**config.mk**
```make
export PLATFORM = sky130hd
export DESIGN_NAME = shadow_alias
export DESIGN_NICKNAME = d
export VERILOG_FILES = /design/src/pkg/shadow_alias_pkg.sv /design/src/shadow_alias.sv /design/src/byte_queue.sv
export SDC_FILE = /design/constraint.sdc
export NUM_CORES = 1
export LEC_CHECK = 0
export BUFFER_PORTS_ARGS = -buffer_cell sky130_fd_sc_hd__buf_2
export CAP_MARGIN = 25
export CORE_ASPECT_RATIO = 2
export CORE_MARGIN = 5
export CORE_UTILIZATION = 50
export CTS_BUF_LIST = sky130_fd_sc_hd__clkbuf_4 sky130_fd_sc_hd__clkbuf_8 sky130_fd_sc_hd__clkbuf_16
export CTS_CLUSTER_SIZE = 14
export DETAILED_ROUTE_END_ITERATION = 7
export GPL_TIMING_DRIVEN = 0
export PLACE_DENSITY = 0.79
export SLEW_MARGIN = 5
export SYNTH_ARGS = -nofsm -noshare
export SYNTH_HDL_FRONTEND = slang
export SYNTH_HIERARCHICAL = 1
export SYNTH_SLANG_ARGS = --single-unit
```
**constraint.sdc**
```tcl
create_clock -name REF_CLK -period 11.2 [get_ports REF_CLK]
set_clock_uncertainty 0.1 [all_clocks]
set_input_delay 2.24 -clock REF_CLK [delete_from_list [all_inputs] [get_ports REF_CLK]]
set_output_delay 2.24 -clock REF_CLK [all_outputs]
set_load 0.02 [all_outputs]
```
**src/pkg/shadow_alias_pkg.sv**
```systemverilog
package shadow_alias_pkg;
    // ========================================
    // Register map (byte addresses)
    localparam logic [31:0] ALIAS_BASE = 32'h5000_1030;
    localparam logic [31:0] ALIAS_TWO = 32'h5000_1038;
    localparam logic [31:0] ALIAS_THREE = 32'h5000_103C;
    localparam int ALIAS_COUNT = 16;
    localparam logic [31:0] ALIAS_SPAN = 32'h0000_0040;
    localparam logic [31:0] CTRL_ADDR = 32'h5000_1100;
    localparam logic [31:0] STAT_ADDR = 32'h5000_1104;
    localparam logic [31:0] INT_STAT_ADDR = 32'h5000_1108;
    localparam logic [31:0] INT_MASK_ADDR = 32'h5000_110C;
    localparam logic [31:0] RX_HOLD_ADDR = 32'h5000_1110;
    // ========================================
    // Field positions
    localparam int CTRL_QUEUE_EN = 0;
    localparam int CTRL_IR_MODE = 1;
    localparam int STAT_DATA_READY = 0;
    localparam int STAT_OVERRUN = 1;
    localparam int STAT_HOLD_EMPTY = 5;
    localparam int INT_RX = 0;
    localparam int INT_OVERRUN = 1;
    localparam int INT_TX_DROP = 2;
    localparam int INT_BITS = 3;
    // ========================================
    // Reset values and sizes
    localparam logic [7:0] DATA_RESET = 8'h00;
    localparam logic [2:0] MASK_RESET = 3'h0;
    localparam int QUEUE_DEPTH = 16;
    localparam int DATA_W = 8;
endpackage

```
**src/shadow_alias.sv**
```systemverilog
// Notes on behaviour
// RQ1 - Read returns latest received byte, line or infrared
// RQ2 - Received data valid only while data-ready set
// RQ3 - No queue: new byte overwrites, flags overrun
// RQ4 - Queue on: read returns oldest queued byte
// RQ5 - Full receive queue: drop new byte, overrun
// RQ6 - Write supplies byte for line or infrared output
// RQ7 - Software writes only while holding-empty is set
// RQ8 - No queue: one write clears holding-empty
// RQ9 - No queue: later write replaces waiting byte
// RQ10 - Queue on: accept writes up to depth
// RQ11 - Write to full transmit queue is discarded
// RQ12 - Sixteen word aliases reach same buffers
// RQ13 - Bits 15:8 read zero; data resets zero
// RQ14 - Queue on: read pops head, clears ready only when queue empties
module shadow_alias #(
    parameter int DEPTH = shadow_alias_pkg::QUEUE_DEPTH
) (
    input wire logic REF_CLK,
    input wire logic RST_N,
    input wire logic [31:0] ADDR,
    input wire logic [31:0] WDATA,
    input wire logic WR,
    input wire logic RD,
    output logic [31:0] RDATA,
    input wire logic RX_VALID,
    input wire logic [7:0] RX_BYTE,
    input wire logic TX_TAKE,
    output logic TX_VALID,
    output logic [7:0] TX_BYTE,
    output logic IR_MODE,
    output logic IRQ
);
    localparam int AW = $clog2(DEPTH);
    // ========================================
    // Address decode
    logic hit_alias, hit_ctrl, hit_stat, hit_ist, hit_imask, hit_hold;
    logic alias_rd, alias_wr;

    always_comb begin
        hit_alias = 1'b0;
        hit_ctrl = 1'b0;
        hit_stat = 1'b0;
        hit_ist = 1'b0;
        hit_imask = 1'b0;
        hit_hold = 1'b0;
        if (ADDR[1:0] != 2'h0) begin
            hit_alias = 1'b0;
        end else if (ADDR >= shadow_alias_pkg::ALIAS_BASE && ADDR < shadow_alias_pkg::ALIAS_BASE
                     + shadow_alias_pkg::ALIAS_SPAN) begin
            hit_alias = 1'b1; // see RQ12
        end else if (ADDR == shadow_alias_pkg::CTRL_ADDR) begin
            hit_ctrl = 1'b1;
        end else if (ADDR == shadow_alias_pkg::STAT_ADDR) begin
            hit_stat = 1'b1;
        end else if (ADDR == shadow_alias_pkg::INT_STAT_ADDR) begin
            hit_ist = 1'b1;
        end else if (ADDR == shadow_alias_pkg::INT_MASK_ADDR) begin
            hit_imask = 1'b1;
        end else if (ADDR == shadow_alias_pkg::RX_HOLD_ADDR) begin
            hit_hold = 1'b1;
        end
    end

    assign alias_rd = RD && hit_alias;
    assign alias_wr = WR && hit_alias;

    // ========================================
    // Control register
    logic queue_en_ff, nxt_queue_en;
    logic ir_ff, nxt_ir;
    logic flush;

    always_comb begin
        nxt_queue_en = queue_en_ff;
        nxt_ir = ir_ff;
        if (WR && hit_ctrl) begin
            nxt_queue_en = WDATA[shadow_alias_pkg::CTRL_QUEUE_EN];
            nxt_ir = WDATA[shadow_alias_pkg::CTRL_IR_MODE];
        end
    end
    // Switching queue mode empties both queues, as the holding slot is reused
    assign flush = queue_en_ff != nxt_queue_en;

    // ========================================
    // Receive path
    logic [7:0] rx_hold_ff, nxt_rx_hold;
    logic ready_ff, nxt_ready;
    logic ovr_ff, nxt_ovr;
    logic rxq_push, rxq_empty, rxq_full;
    logic [7:0] rxq_head;
    logic [AW:0] rxq_cnt;
    logic rxq_next_empty;
    logic rx_lost;

    byte_queue #(.DEPTH(DEPTH), .W(shadow_alias_pkg::DATA_W)) rx_queue (
        .clk(REF_CLK),
        .rst_n(RST_N),
        .flush(flush),
        .push(rxq_push),
        .push_data(RX_BYTE),
        .pop(alias_rd && queue_en_ff), // see RQ14
        .head(rxq_head),
        .empty(rxq_empty),
        .full(rxq_full),
        .count(rxq_cnt),
        .next_empty(rxq_next_empty),
        .next_head()
    );

    always_comb begin
        rxq_push = RX_VALID && queue_en_ff;
        nxt_rx_hold = rx_hold_ff;
        nxt_ready = ready_ff;
        rx_lost = 1'b0;
        if (queue_en_ff) begin
            rx_lost = RX_VALID && rxq_full && !alias_rd; // see RQ5
            // Ready follows queue occupancy after this cycle's push and pop
            nxt_ready = !rxq_next_empty; // see RQ14
        end else begin
            if (alias_rd) begin
                nxt_ready = 1'b0;
            end
            if (RX_VALID) begin
                rx_lost = ready_ff && !alias_rd; // see RQ3
                nxt_rx_hold = RX_BYTE; // see RQ1
                nxt_ready = 1'b1;
            end
        end
        if (flush) begin
            nxt_ready = 1'b0;
        end
        // Overrun stays until the status register is read; a new loss wins
        nxt_ovr = rx_lost || (ovr_ff && !(RD && hit_stat));
    end

    // ========================================
    // Transmit path
    logic [7:0] tx_hold_ff, nxt_tx_hold;
    logic hold_empty_ff, nxt_hold_empty;
    logic txq_push, txq_pop, txq_empty, txq_full;
    logic [7:0] txq_head;
    logic txq_next_empty;
    logic [7:0] txq_next_head;
    logic tx_drop;
    logic tx_valid_ff, nxt_tx_valid;
    logic [7:0] tx_byte_ff, nxt_tx_byte;

    byte_queue #(.DEPTH(DEPTH), .W(shadow_alias_pkg::DATA_W)) tx_queue (
        .clk(REF_CLK),
        .rst_n(RST_N),
        .flush(flush),
        .push(txq_push),
        .push_data(WDATA[7:0]),
        .pop(txq_pop),
        .head(txq_head),
        .empty(txq_empty),
        .full(txq_full),
        .count(),
        .next_empty(txq_next_empty),
        .next_head(txq_next_head)
    );

    always_comb begin
        txq_push = alias_wr && queue_en_ff; // see RQ10
        txq_pop = queue_en_ff && TX_TAKE && !txq_empty;
        // A take in the same cycle frees the slot, so only then is a write to a full queue kept
        tx_drop = alias_wr && queue_en_ff && txq_full && !txq_pop; // see RQ11
        nxt_tx_hold = tx_hold_ff;
        nxt_hold_empty = hold_empty_ff;
        if (queue_en_ff) begin
            // Valid must drop with the last pop, or the line would take a stale byte
            nxt_hold_empty = txq_next_empty; // see RQ10
        end else begin
            if (TX_TAKE && !hold_empty_ff) begin
                nxt_hold_empty = 1'b1;
            end
            if (alias_wr) begin
                nxt_tx_hold = WDATA[7:0]; // see RQ6, RQ9
                nxt_hold_empty = 1'b0; // see RQ8
            end
        end
        if (flush) begin
            nxt_hold_empty = 1'b1;
        end
        nxt_tx_valid = !nxt_hold_empty;
        nxt_tx_byte = nxt_queue_en ? txq_next_head : nxt_tx_hold;
    end

    // ========================================
    // Interrupts
    logic [2:0] ist_ff, nxt_ist;
    logic [2:0] imask_ff, nxt_imask;
    logic [2:0] events;
    logic irq_ff, nxt_irq;

    always_comb begin
        events = 3'h0;
        events[shadow_alias_pkg::INT_RX] = nxt_ready && !ready_ff;
        events[shadow_alias_pkg::INT_OVERRUN] = rx_lost;
        events[shadow_alias_pkg::INT_TX_DROP] = tx_drop;
        // Read clears, but an event in the same cycle is kept
        nxt_ist = ((RD && hit_ist) ? 3'h0 : ist_ff) | events;
        nxt_imask = (WR && hit_imask) ? WDATA[2:0] : imask_ff;
        nxt_irq = |(nxt_ist & nxt_imask);
    end

    // ========================================
    // Read data
    logic [31:0] rdata_ff, nxt_rdata;

    always_comb begin
        nxt_rdata = 32'h0000_0000;
        if (RD) begin
            if (hit_alias) begin
                // Upper bits stay zero; stale data is shown but only valid with ready.
                // An empty queue reads zero, as its storage has no reset.
                nxt_rdata[7:0] = queue_en_ff ? (rxq_empty ? 8'h00 : rxq_head)
                                             : rx_hold_ff; // see RQ4, RQ13, RQ2
            end else if (hit_ctrl) begin
                nxt_rdata[shadow_alias_pkg::CTRL_QUEUE_EN] = queue_en_ff;
                nxt_rdata[shadow_alias_pkg::CTRL_IR_MODE] = ir_ff;
            end else if (hit_stat) begin
                nxt_rdata[shadow_alias_pkg::STAT_DATA_READY] = ready_ff; // see RQ2
                nxt_rdata[shadow_alias_pkg::STAT_OVERRUN] = ovr_ff;
                nxt_rdata[shadow_alias_pkg::STAT_HOLD_EMPTY] = hold_empty_ff; // see RQ7
            end else if (hit_ist) begin
                nxt_rdata[2:0] = ist_ff;
            end else if (hit_imask) begin
                nxt_rdata[2:0] = imask_ff;
            end else if (hit_hold) begin
                nxt_rdata[7:0] = tx_hold_ff;
            end
        end
    end

    // ========================================
    // State registers
    always_ff @(posedge REF_CLK or negedge RST_N) begin
        if (!RST_N) begin
            queue_en_ff <= 1'b0;
            ir_ff <= 1'b0;
            rx_hold_ff <= shadow_alias_pkg::DATA_RESET; // see RQ13
            ready_ff <= 1'b0;
            ovr_ff <= 1'b0;
            tx_hold_ff <= shadow_alias_pkg::DATA_RESET;
            hold_empty_ff <= 1'b1;
            tx_valid_ff <= 1'b0;
            tx_byte_ff <= shadow_alias_pkg::DATA_RESET;
            ist_ff <= 3'h0;
            imask_ff <= shadow_alias_pkg::MASK_RESET;
            irq_ff <= 1'b0;
            rdata_ff <= 32'h0000_0000;
        end else begin
            queue_en_ff <= nxt_queue_en;
            ir_ff <= nxt_ir;
            rx_hold_ff <= nxt_rx_hold;
            ready_ff <= nxt_ready;
            ovr_ff <= nxt_ovr;
            tx_hold_ff <= nxt_tx_hold;
            hold_empty_ff <= nxt_hold_empty;
            tx_valid_ff <= nxt_tx_valid;
            tx_byte_ff <= nxt_tx_byte;
            ist_ff <= nxt_ist;
            imask_ff <= nxt_imask;
            irq_ff <= nxt_irq;
            rdata_ff <= nxt_rdata;
        end
    end

    assign RDATA = rdata_ff;
    assign TX_VALID = tx_valid_ff;
    assign TX_BYTE = tx_byte_ff;
    assign IR_MODE = ir_ff;
    assign IRQ = irq_ff;

    // ========================================
    // Checks
    overrun_flag_a: assert property (@(posedge REF_CLK) disable iff (!RST_N) // see RQ3
        !queue_en_ff && RX_VALID && ready_ff && !alias_rd && !flush && !(RD && hit_stat)
        |=> ovr_ff)
        else $error("overrun not flagged on overwrite");

    rx_latest_a: assert property (@(posedge REF_CLK) disable iff (!RST_N) // see RQ1
        !queue_en_ff && RX_VALID && !flush |=> rx_hold_ff == $past(RX_BYTE) && ready_ff)
        else $error("received byte not held");

    alias_read_a: assert property (@(posedge REF_CLK) disable iff (!RST_N) // see RQ4
        RD && hit_alias && queue_en_ff
        |=> RDATA[31:8] == 24'h0 && RDATA[7:0] == ($past(rxq_empty) ? 8'h00 : $past(rxq_head)))
        else $error("alias read not queue head");

    upper_zero_a: assert property (@(posedge REF_CLK) disable iff (!RST_N) // see RQ13
        $past(alias_rd) |-> RDATA[31:8] == 24'h0)
        else $error("reserved alias bits not zero");

    hold_clear_a: assert property (@(posedge REF_CLK) disable iff (!RST_N) // see RQ8
        !queue_en_ff && !flush && alias_wr |=> !hold_empty_ff ##0 TX_VALID)
        else $error("holding-empty not cleared by write");

    hold_replace_a: assert property (@(posedge REF_CLK) disable iff (!RST_N) // see RQ9
        !queue_en_ff && !flush && alias_wr |=> tx_hold_ff == $past(WDATA[7:0]))
        else $error("holding byte not replaced");

    tx_drop_a: assert property (@(posedge REF_CLK) disable iff (!RST_N) // see RQ11
        tx_drop && !flush |=> ist_ff[shadow_alias_pkg::INT_TX_DROP] && txq_full)
        else $error("full queue write not discarded");

    rx_loss_a: assert property (@(posedge REF_CLK) disable iff (!RST_N) // see RQ5
        queue_en_ff && RX_VALID && rxq_full && !alias_rd && !flush
        |=> rxq_full && rxq_head == $past(rxq_head) && ovr_ff)
        else $error("full receive queue altered");

    ready_drop_a: assert property (@(posedge REF_CLK) disable iff (!RST_N) // see RQ14
        queue_en_ff && alias_rd && rxq_cnt == (AW+1)'(1) && !RX_VALID |=> !ready_ff)
        else $error("ready not cleared on empty queue");

    rx_ready_level_a: assert property (@(posedge REF_CLK) disable iff (!RST_N) // see RQ14
        queue_en_ff |-> ready_ff == !rxq_empty)
        else $error("ready does not match receive queue");

    rx_read_keep_a: assert property (@(posedge REF_CLK) disable iff (!RST_N) // see RQ5
        queue_en_ff && RX_VALID && rxq_full && alias_rd && !flush |=> rxq_full && ready_ff)
        else $error("byte lost although head was read");

    tx_accept_a: assert property (@(posedge REF_CLK) disable iff (!RST_N) // see RQ10
        queue_en_ff && alias_wr && !txq_full && !flush |=> !txq_empty && TX_VALID)
        else $error("queued write not offered to line");

    tx_head_a: assert property (@(posedge REF_CLK) disable iff (!RST_N) // see RQ10
        queue_en_ff && !txq_empty |-> TX_VALID && TX_BYTE == txq_head)
        else $error("line byte not queue head");

    tx_take_empty_a: assert property (@(posedge REF_CLK) disable iff (!RST_N) // see RQ8
        !queue_en_ff && !flush && TX_TAKE && !hold_empty_ff && !alias_wr
        |=> hold_empty_ff && !TX_VALID)
        else $error("holding-empty not set after take");

    ir_mode_a: assert property (@(posedge REF_CLK) disable iff (!RST_N) // see RQ6
        WR && hit_ctrl |=> IR_MODE == $past(WDATA[shadow_alias_pkg::CTRL_IR_MODE]))
        else $error("infrared mode not taken from control");

    rdata_idle_a: assert property (@(posedge REF_CLK) disable iff (!RST_N)
        !RD |=> RDATA == 32'h0000_0000)
        else $error("read data not zero outside a read");

    irq_level_a: assert property (@(posedge REF_CLK) disable iff (!RST_N)
        IRQ == |(ist_ff & imask_ff))
        else $error("interrupt line does not match status");
endmodule

```
**src/byte_queue.sv**
```systemverilog
module byte_queue #(
    parameter int DEPTH = shadow_alias_pkg::QUEUE_DEPTH,
    parameter int W = shadow_alias_pkg::DATA_W
) (
    input wire logic clk,
    input wire logic rst_n,
    input wire logic flush,
    input wire logic push,
    input wire logic [W-1:0] push_data,
    input wire logic pop,
    output logic [W-1:0] head,
    output logic empty,
    output logic full,
    output logic [$clog2(DEPTH):0] count,
    output logic next_empty,
    output logic [W-1:0] next_head
);
    localparam int AW = $clog2(DEPTH);

    logic [W-1:0] mem [DEPTH];
    logic [AW-1:0] rd_ff, wr_ff, nxt_rd, nxt_wr;
    logic [AW:0] cnt_ff, nxt_cnt;
    logic do_push, do_pop;

    assign empty = (cnt_ff == '0);
    assign full = (cnt_ff == (AW+1)'(DEPTH));
    assign head = mem[rd_ff];
    assign count = cnt_ff;

    always_comb begin
        // Push into a full queue is dropped unless a pop frees a slot in the same cycle
        do_pop = pop && !empty;
        do_push = push && (!full || do_pop);
        nxt_rd = rd_ff;
        nxt_wr = wr_ff;
        nxt_cnt = cnt_ff;
        if (flush) begin
            nxt_rd = '0;
            nxt_wr = '0;
            nxt_cnt = '0;
        end else begin
            if (do_push) begin
                nxt_wr = (wr_ff == AW'(DEPTH - 1)) ? '0 : wr_ff + AW'(1);
            end
            if (do_pop) begin
                nxt_rd = (rd_ff == AW'(DEPTH - 1)) ? '0 : rd_ff + AW'(1);
            end
            nxt_cnt = cnt_ff + (AW+1)'(do_push) - (AW+1)'(do_pop);
        end
    end

    // Head as it will stand after this edge; the pushed byte when the queue drains
    assign next_empty = (nxt_cnt == '0);
    assign next_head = (cnt_ff == (AW+1)'(do_pop)) ? push_data : mem[nxt_rd];

    always_ff @(posedge clk or negedge rst_n) begin
        if (!rst_n) begin
            rd_ff <= '0;
            wr_ff <= '0;
            cnt_ff <= '0;
        end else begin
            rd_ff <= nxt_rd;
            wr_ff <= nxt_wr;
            cnt_ff <= nxt_cnt;
        end
    end

    // Storage has no reset so it maps onto plain RAM
    always_ff @(posedge clk) begin
        if (do_push && !flush) begin
            mem[wr_ff] <= push_data;
        end
    end
endmodule

```
After elaboration in Yosys (flattened, before gate mapping)
Memory sizes are Yosys's and may differ from the RTL's.
Index checks and enable logic that the tools add are counted.
{ "word_totals": {"memories": 2, "input_bits": 78, "register_bits": 71, "mem_bits_rw": 256, "output_inout_bits": 43} }
{ "memory_table": {"columns": ["name", "depth", "word_bits", "rd", "rd_clocked_by_memory_dff", "write_ports", "line", "text"], "rows": [
  ["rx_queue.mem", 16, 8, 1, 0, 1, "byte_queue.sv:20", "logic [W-1:0] mem [DEPTH];"],
  ["tx_queue.mem", 16, 8, 1, 0, 1, "byte_queue.sv:20", null]
]} }
{ "classes": {"n_eq_ne": 13, "bitwise": 3, "muxes": 77, "magnitude_cmp": 2, "reduce_logical": 51, "n_addsub": 8} }
{ "op_table": {"columns": ["op", "count"], "rows": [
  ["$eq A32 B31 Y1 const B", 5],
  ["$mux W8", 9],
  ["$mux W4", 12],
  ["$mux W1", 43],
  ["$ge A32 B31 Y1 const B", 1],
  ["$lt A32 B31 Y1 const B", 1],
  ["$logic_and A1 B1 Y1", 26],
  ["$logic_not A5 Y1", 4],
  ["$mux W5", 4],
  ["$add A4 B1 Y4 const B", 4],
  ["$eq A4 B4 Y1 const B", 4],
  ["$mux W3", 5],
  ["$logic_not A1 Y1", 12],
  ["$add A5 B1 Y5", 2],
  ["$eq A5 B5 Y1 const B", 2],
  ["$sub A5 B1 Y5", 2],
  ["$reduce_bool A2 Y1", 4],
  ["$mux W2", 3],
  ["$mux W6", 1],
  ["$eq A5 B1 Y1", 1],
  ["$and A3 B3 Y3", 1],
  ["$logic_or A1 B1 Y1", 3],
  ["$or A3 B3 Y3", 1],
  ["$reduce_or A3 Y1", 1],
  ["other kinds (3)", 3]
]} }

Depth between registers and ports, before layout
Gate-level depths: netlist of run 1.
{ "logic_depth": {"depth_word": 20, "depth_mapped": 21, "mapped_depth_nobuf": 20} }

Hierarchy
The synthesis of run 1 kept the hierarchy.
{ "by_module_without_submodules": {"columns": ["mod", "seq_area_each_um2", "n_inst", "cells_each", "area_per_inst_um2"], "rows": [
  ["byte_queue (tx_queue)", 4169.0, 1, 498, 7141.8],
  ["byte_queue (rx_queue)", 4169.0, 1, 537, 6962.9],
  ["shadow_alias", 1127.3, 1, 219, 2551.2]
]} }

Worst setup path before layout of run 1
Ideal clock, no wire load.
{ "synth_timing": {"kind": "input -> register", "start": "in ADDR[14]", "end": "reg irq_ff, in the netlist IRQ", "setup_time_ps": 140, "path_stages": 19, "path_slack_ps": 4982, "required_time_ps": 10960, "arrival_ps": 5978, "cell_sequence": "nor4b_4 and4_2 buf_2 nand4_1 nor2_1 inv_1 or3_1 inv_1 a21o_1 ha_1 inv_1 fa_1 xor2_1 nor2_1 or3_1 nor3_1 a211o_1 a2bb2oi_1 o221ai_1"} }
{ "synth_via": {"elab_chain_cells": 20, "word_cells_on_any_way": 57} }
{ "synth_lines": {"columns": ["item", "line", "text"], "rows": [
  ["start, declared", "shadow_alias.sv:21", "input wire logic [31:0] ADDR,"],
  ["$ge A32 B31 Y1 / $lt A32 B31 Y1 (equally long branches)", "shadow_alias.sv:49", "end else if (ADDR >= shadow_alias_pkg::ALIAS_BASE && ADDR < shadow_alias_pkg::ALIAS_BASE"],
  ["$logic_and A1 B1 Y1", "shadow_alias.sv:49", null],
  ["$mux W1", "shadow_alias.sv:49", null],
  ["$mux W1", "shadow_alias.sv:47", "if (ADDR[1:0] != 2'h0) begin"],
  ["$logic_and A1 B1 Y1", "shadow_alias.sv:65", "assign alias_rd = RD && hit_alias;"],
  ["$logic_and A1 B1 Y1", "shadow_alias.sv:102", ".pop(alias_rd && queue_en_ff),"],
  ["$logic_and A1 B1 Y1", "byte_queue.sv:32", "do_pop = pop && !empty;"],
  ["$logic_or A1 B1 Y1", "byte_queue.sv:33", "do_push = push && (!full || do_pop);"],
  ["(+4 left out)", null, null],
  ["net rx_queue.nxt_cnt[2]", "byte_queue.sv:22", "logic [AW:0] cnt_ff, nxt_cnt;"],
  ["(+1 left out)", null, null],
  ["net rxq_next_empty", "shadow_alias.sv:93", "logic rxq_next_empty;"],
  ["$logic_not A1 Y1 *", "shadow_alias.sv:119", "nxt_ready = !rxq_next_empty;"],
  ["$mux W1 *", "shadow_alias.sv:116", "if (queue_en_ff) begin"],
  ["$mux W1 *", "shadow_alias.sv:130", "if (flush) begin"],
  ["$logic_and A1 B1 Y1 *", "shadow_alias.sv:199", "events[shadow_alias_pkg::INT_RX] = nxt_ready && !ready_ff;"],
  ["$or A3 B3 Y3 *", "shadow_alias.sv:203", "nxt_ist = ((RD && hit_ist) ? 3'h0 : ist_ff) | events;"],
  ["$and A3 B3 Y3 *", "shadow_alias.sv:205", "nxt_irq = |(nxt_ist & nxt_imask);"],
  ["$reduce_or A3 Y1 *", "shadow_alias.sv:205", null],
  ["net nxt_irq", "shadow_alias.sv:195", "logic irq_ff, nxt_irq;"],
  ["end signal, assigned", "shadow_alias.sv:266", "irq_ff <= nxt_irq;"],
  ["end, declared", "shadow_alias.sv:195", null]
]} }
Mark *: on every way through the listed nets, which the timed path passes. The rest lies on a longest branch.
A chain may end at the register's enable or synchronous reset.

Worst setup path after layout of run 1
{ "layout_timing": {"start": "in ADDR[2]", "end": "reg tx_byte_ff[7], in the netlist TX_BYTE[7]"} }
{ "layout_via": {"elab_chain_cells": 11, "word_cells_on_any_way": 19} }
{ "layout_lines": {"columns": ["item", "line", "text"], "rows": [
  ["$ge A32 B31 Y1, or another cell as far along", "shadow_alias.sv:49", null],
  ["$logic_and A1 B1 Y1 / $mux W1 (equally long branches)", "shadow_alias.sv:49, shadow_alias.sv:52", null],
  ["$mux W1 *", "shadow_alias.sv:49", null],
  ["$mux W1 *", "shadow_alias.sv:47", null],
  ["$logic_and A1 B1 Y1 *", "shadow_alias.sv:77", "if (WR && hit_ctrl) begin"],
  ["$mux W1 *", "shadow_alias.sv:77", null],
  ["$ne A1 B1 Y1 *", "shadow_alias.sv:83", "assign flush = queue_en_ff != nxt_queue_en;"],
  ["net flush", "shadow_alias.sv:72", "logic flush;"],
  ["$mux W4 *", "byte_queue.sv:37", "if (flush) begin"],
  ["$mem_v2 Z16 W8 *", null, null],
  ["$mux W8 *", "byte_queue.sv:54", "assign next_head = (cnt_ff == (AW+1)'(do_pop)) ? push_data : mem[nxt_rd];"],
  ["net txq_next_head[7]", "shadow_alias.sv:144", "logic [7:0] txq_next_head;"],
  ["$mux W8 *", "shadow_alias.sv:187", "nxt_tx_byte = nxt_queue_en ? txq_next_head : nxt_tx_hold;"],
  ["net nxt_tx_byte[7]", "shadow_alias.sv:147", "logic [7:0] tx_byte_ff, nxt_tx_byte;"],
  ["end signal, assigned", "shadow_alias.sv:249", "tx_byte_ff <= shadow_alias_pkg::DATA_RESET;"],
  ["end signal, assigned", "shadow_alias.sv:263", "tx_byte_ff <= nxt_tx_byte;"],
  ["end, declared", "shadow_alias.sv:147", null]
]} }
Marked as above.

==> results of run 1 <==
==> worst min-delay path by stage <==
| stage | endpoint | startpoint | slack (ns) |
|---|---|---|---|
| after CTS | RDATA[3]$_DFF_PN0_ | tx_hold_ff[3]$_DFF_PN0_ | 0.40 |
| after global placement | RDATA[3]$_DFF_PN0_ | tx_hold_ff[3]$_DFF_PN0_ | 0.38 |
| final | RDATA[4]$_DFF_PN0_ | tx_hold_ff[4]$_DFF_PN0_ | 0.40 |
| after global routing | RDATA[4]$_DFF_PN0_ | tx_hold_ff[4]$_DFF_PN0_ | 0.41 |
| after detailed placement | RDATA[3]$_DFF_PN0_ | tx_hold_ff[3]$_DFF_PN0_ | 0.37 |
| after floorplan | RDATA[3]$_DFF_PN0_ | tx_hold_ff[3]$_DFF_PN0_ | 0.36 |
==> cell usage in the layout (no fill, tap or decap), drive strengths merged, types with 7 or more instances in the layout <==
cell    instances
a221o          12
a41oi           8
a22oi          10
edfxtp        256
nor2b           8
nor2           60
ha             20
mux4           40
or3             9
conb           24
and3           22
mux2i          22
o21ai          31
a21oi          24
nand2          48
clkbuf         73
buf           131
a211o          18
dfrtp          70
inv            45
a32oi          25
nor3           16
mux2           27
nand2b          7
nor4            7
nand3          21
==> area by class of cell <==
class	count	share of cell area [%]
buffer	78	2.863
clock buffer	48	5.398
clock inverter	3	0.1142
inverter	45	1.104
multi-input combinational	545	27.56
sequential	327	57.60
tap	360	2.741
timing repair buffer	78	2.619
==> sequential cells by signal, summed over array words and instances (netlist names), 3 cells and up <==
name,flops
RDATA,8
TX_BYTE,8
imask_ff,3
ist_ff,3
rx_hold_ff,8
rx_queue/count,5
rx_queue/mem,128
rx_queue/rd_ff,4
rx_queue/wr_ff,4
tx_hold_ff,8
tx_queue/count,5
tx_queue/mem,128
tx_queue/rd_ff,4
tx_queue/wr_ff,4
==> through the flow <==
stage          instances  hold slack [ns]
3_3_place_gp        1426           0.3755
4_1_cts             1483           0.4039
6_report            1484           0.4044
5_1_grt             1484           0.4106
3_5_place_dp        1432           0.3705
2_1_floorplan        995           0.3564
==> per-layer routing <==
layer / part of all wire, % / GRT usage, % / vias to the layer above
li1: - / - / 3987
met5: 0 / 0 / -
met1: 31 / 20.64 / 4448
met4: 6.3 / 12.44 / 0
met3: 3.7 / 2.233 / 103
met2: 59 / 42.06 / 292
==> critical path: cells and delay by family <==
family,cells,cell delay (ns)
muxes,1,0.19
AOI/OAI and AO/OA,4,1.42
and+or+nand+nor,5,1.65
buffers and inverters,4,1.59
==> power by group <==
| group | total (mW) | internal [mW] | leakage, nW | switching (mW) |
|---|---|---|---|---|
| clock network | 0.944 | 0.539 | 0.465 | 0.405 |
| logic | 0.0639 | 0.0212 | 2.47 | 0.0427 |
| registers | 1.31 | 1.31 | 3.19 | 0.00168 |
==> results.toml, run 1 <==
[place]
hpwlAfterDp_um = 25670
portBuffers = 71
gp_routability_congestion = 0.9202
placed_area_um2 = 15510
post-place-ws_ns = 3.989

[grt]
grt_first_pass_wirelength_um = 53120
grt_pass1_vias = 9368
grt-ovfl-total = 0
grt_max_degree = 52
track_usage_pct = 21.47
antenna_found_initial = 0

[routing]
wirelength_um = 34610
drt_first_pass_iters = 6
vias_per_cell = 5.950
detail_route.wl_per_cell_um = 23.32
drcViolationCount = 0
antenna_left = 0
drt_iter0_markers = 739
vias = 8830

[die]
die_w_um = 130.6
die_y_um = 251.2
pin_count = 121
coreArea_um2 = 28850
initial_core_util_pct = 50.40
rows = 88
die_area_um2 = 32800

[sta]
setup-tns-final_ns = 0
slew_headroom_pct = 32.82
setup-violations-final = 0
maxClockFrequency_ghz = 0.1487
period_share_pct = 60.03
tightest_slew_ns = 0.9882
rsz0062_at_grt = "false"
finalHoldViolations = 0
period_needed_ns = 6.723
slew_viol_final = 0
setup_slack_ns = 4.477

[critical_path]
crit_path_max_incr_delay_ns = 0.68
critPathKind = "in2reg"
r2r_cells = 13
critPathRequiredTime_ns = 11.59
critical_path.most_common_cell = "clkbuf_1"
rr_endpoint = "TX_BYTE[7]$_DFF_PN0_"
worstPathCellList = "clkbuf_1 -> or2_2 -> or3_1 -> nor3_1 -> clkbuf_1 -> nor2b_1 -> o21ai_1 -> clkbuf_1 -> buf_1 -> nand3_1 -> a32oi_1 -> a32oi_1 -> a41oi_1 -> mux2_4"
worstPathArrival_ns = 7.11
cp-endpoint = "TX_BYTE[7]$_DFF_PN0_"
r2r_slack_ns = 6.14
cp-startpoint = "ADDR[2]"
crit_fanout = 10
end_kind = "flip-flop"
worstSetupStartpointType = "input pin"
crit_slowest_cell = "nor3_1"
r2r-start = "queue_en_ff$_DFF_PN0_"

[yosys]
synthesis.area_um2 = 14540
synthCells = 972
synth.avg_cell_area_um2 = 14.96
ys_warn_count = 6

[cells_and_area]
syn_to_final_growth_pct = 13.02
stdcell_area_um2 = 16430
antenna_cells = 0
seq_area_um2 = 9465
postLayoutCoreUtil_pct = 56.97
nNetsFinal = 1203
drive_gt1_share_pct = 24.47
multi_input_area_um2 = 4529
n_fill_cell = 2263

[power]
power_mw = 2.322
power_leakage_nw = 6.128
peakVddDrop_uv = 141.4
p_per_area_nw_per_um2 = 141.3

[hold_path]
hold_depth = 1
hold_path_class = "reg2reg"

[job]
drv_cap = 0

[clocking]
clkTransAtPathRegs_ns = 0.06
max-clock-path-buffers = 3
cts_resized = 0
cts_setup_buffers = 0
cts_tree = "done"
htreeDepth = 1
clk_latency_ns = 0.55
postCtsHoldBufs = 0
cts-root-buf = "clkbuf_16"
numCtsBuffers = 28
clock-sinks = 327

[run_status]
status = "complete, no violations"
No activity file was read; power rests on OpenSTA's default activity.
==> inputs of run 2 (changes only) <==
- PLACE_DENSITY: 0.79 -> 0.82
- clock period: 11.2 -> 6.15 ns (I/O delays scaled with it)
==> run 2 against run 1 <==
  * Sequential power rose by 82%
  * Core utilization fell by 0.11 points
  * Count of clock-buffer cells in the layout fell by 2
  * Critical endpoint is now TX_BYTE[3]$_DFF_PN0_
  * Flip-flop and latch count did not move
  * Largest power group unchanged
  * Critical path type unchanged
==> results.toml, run 2 (same netlist as run 1, synthesis figures left out) <==
[routing]
detail_route.wl_per_cell_um = 24.09
drcViolationCount = 0
wirelength_um = 35770
vias = 9034
vias_per_cell = 6.084
antenna_left = 0
drt_iter0_markers = 578
drt_first_pass_iters = 6

[grt]
grt_pass1_vias = 9516
grt-ovfl-total = 0
antenna_found_initial = 1
track_usage_pct = 21.96
grt_max_degree = 63
grt_first_pass_wirelength_um = 53940

[critical_path]
crit_slowest_cell = "nor3_1"
critical_path.most_common_cell = "clkbuf_1"
crit_path_max_incr_delay_ns = 0.78
crit_fanout = 10
worstPathArrival_ns = 6.33
crit_buf_inv = 4
critPathRequiredTime_ns = 6.54
end_kind = "flip-flop"
cp_top_family = "simple AND/OR/NAND/NOR gates"
worstPathCellList = "clkbuf_1 -> or2_2 -> or3_1 -> nor3_1 -> clkbuf_1 -> nor2b_1 -> o21ai_1 -> clkbuf_1 -> buf_1 -> nand3_1 -> a32oi_1 -> a32oi_1 -> a41oi_1 -> mux2_4"
critPathKind = "in2reg"
worstSetupStartpointType = "input pin"

[sta]
period_needed_ns = 5.938
rsz0062_at_grt = "false"
maxClockFrequency_ghz = 0.1684
finalHoldViolations = 0
tightest_slew_ns = 1.026
slew_headroom_pct = 31.34
setup-violations-final = 0
slew_viol_final = 0
period_share_pct = 96.55

[clocking]
numCtsBuffers = 28
cts_resized = 0
cts_tree = "done"
postCtsHoldBufs = 0
cts-root-buf = "clkbuf_16"
htreeDepth = 1
clkTransAtPathRegs_ns = 0.07
clock-sinks = 327
cts_setup_buffers = 0
clk_latency_ns = 0.56
max-clock-path-buffers = 3

[place]
placed_area_um2 = 15500
placedCellCount = 1431
hpwlAfterDp_um = 26330
gp_routability_congestion = 0.9577
portBuffers = 71

[power]
p_per_area_nw_per_um2 = 256.3
power_leakage_nw = 6.114
peakVddDrop_uv = 275.3

[die]
initial_core_util_pct = 50.40
die_y_um = 251.2
pin_count = 121
die_w_um = 130.6
coreArea_um2 = 28850
die_area_um2 = 32800
rows = 88

[cells_and_area]
drive_gt1_share_pct = 24.44
stdcell_area_um2 = 16400
syn_to_final_growth_pct = 12.80
seq_area_um2 = 9465
nNetsFinal = 1203
final_cell_mix = "edfxtp_1 (256), buf_2 (84), dfrtp_1 (70)"
reg.largest.list = "rx_queue/mem x128, tx_queue/mem x128"
n_fill_cell = 2260
final_cells = 1485
layout_commonest_cell = "edfxtp_1"
multi_input_area_um2 = 4529
antenna_cells = 0

[job]
drv_cap = 0

[hold_path]
hold_path_class = "in2async"

[run_status]
status = "complete, no violations"
-- run 2: cell types whose count changed in the layout (fill, tap and decap cells not counted) --
cell,delta
clkinv_4,+1
clkinv_1,+1
buf_4,-1
clkbuf_4,+2
buf_6,+1
clkinv_8,+1
inv_6,-1
buf_8,-1
clkbuf_8,-3
clkbuf_16,-1
inv_4,+1
buf_2,+1
-- run 2: routing by layer --
| metal | up-vias | wire length [µm] | GRT usage (%) | share of wire [%] |
|---|---|---|---|---|
| met5 | - | 13 | 0 | 0.036 |
| met4 | 2 | 2499 | 13.59 | 7.0 |
| met3 | 137 | 1712 | 3.104 | 4.8 |
| met2 | 392 | 21190 | 43.39 | 59 |
| met1 | 4505 | 10350 | 19.75 | 29 |
| li1 | 3998 | - | - | - |
-- run 2: cell type report --
class / count / share of cell area (%)
timing repair buffer: 78 / 2.586
inverter: 45 / 1.106
clock inverter: 6 / 0.2746
multi-input combinational: 545 / 27.61
tap: 360 / 2.746
clock buffer: 46 / 5.096
sequential: 327 / 57.71
buffer: 78 / 2.868
-- run 2: worst paths after layout --
path                                         start                     endpoint  slack (ns)  cells after the start
min                                          RST_N  rx_queue/count[2]$_DFF_PN0_        0.40                      1
min reg2reg                tx_hold_ff[3]$_DFF_PN0_           RDATA[3]$_DFF_PN0_        0.41                      1
max in group asynchronous                    RST_N      hold_empty_ff$_DFF_PN1_        4.96                      2
max                                        ADDR[2]         TX_BYTE[3]$_DFF_PN0_        0.21                     14
min in group REF_CLK       tx_hold_ff[3]$_DFF_PN0_           RDATA[3]$_DFF_PN0_        0.41                      1
max reg2reg                  queue_en_ff$_DFF_PN0_         TX_BYTE[3]$_DFF_PN0_        0.83                     13
-- run 2: power breakdown --
part | internal, mW | leakage [nW] | total (mW) | switching [mW]
registers | 2.39 | 3.19 | 2.39 | 0.00365
logic | 0.0386 | 2.47 | 0.116 | 0.0770
clock network | 0.935 | 0.453 | 1.69 | 0.758
-- run 2: stage by stage --
| stage | utilization (%) | total power [mW] | hold WS [ns] | setup slack [ns] | setup TNS, ns |
|---|---|---|---|---|---|
| finish | 56.86 | 4.203 | 0.3992 | 0.2124 | 0 |
| global route | 56.86 | 4.335 | 0.3957 | 0.08364 | 0 |
| CTS | 56.80 | 4.227 | 0.3845 | 0.4649 | 0 |
| detailed placement | 53.75 | 2.555 | 0.3752 | -0.1379 | -0.3476 |
| global placement | 53.50 | 2.549 | 0.3869 | -0.02042 | -0.03691 |
| floorplan | - | 2.486 | 0.3564 | 0.9998 | 0 |
-- run 2: worst reg2reg max path, stage by stage (launching register included) --
cell and delay [ns]:
dfrtp_1 0.46, xnor2_1 0.16, or3_1 0.37, nor3_1 0.78, clkbuf_1 0.47, nor2b_1 0.14, o21ai_1 0.40, clkbuf_1 0.50
buf_1 0.46, nand3_1 0.13, a32oi_1 0.45, a32oi_1 0.25, a41oi_1 0.38, mux2_4 0.21
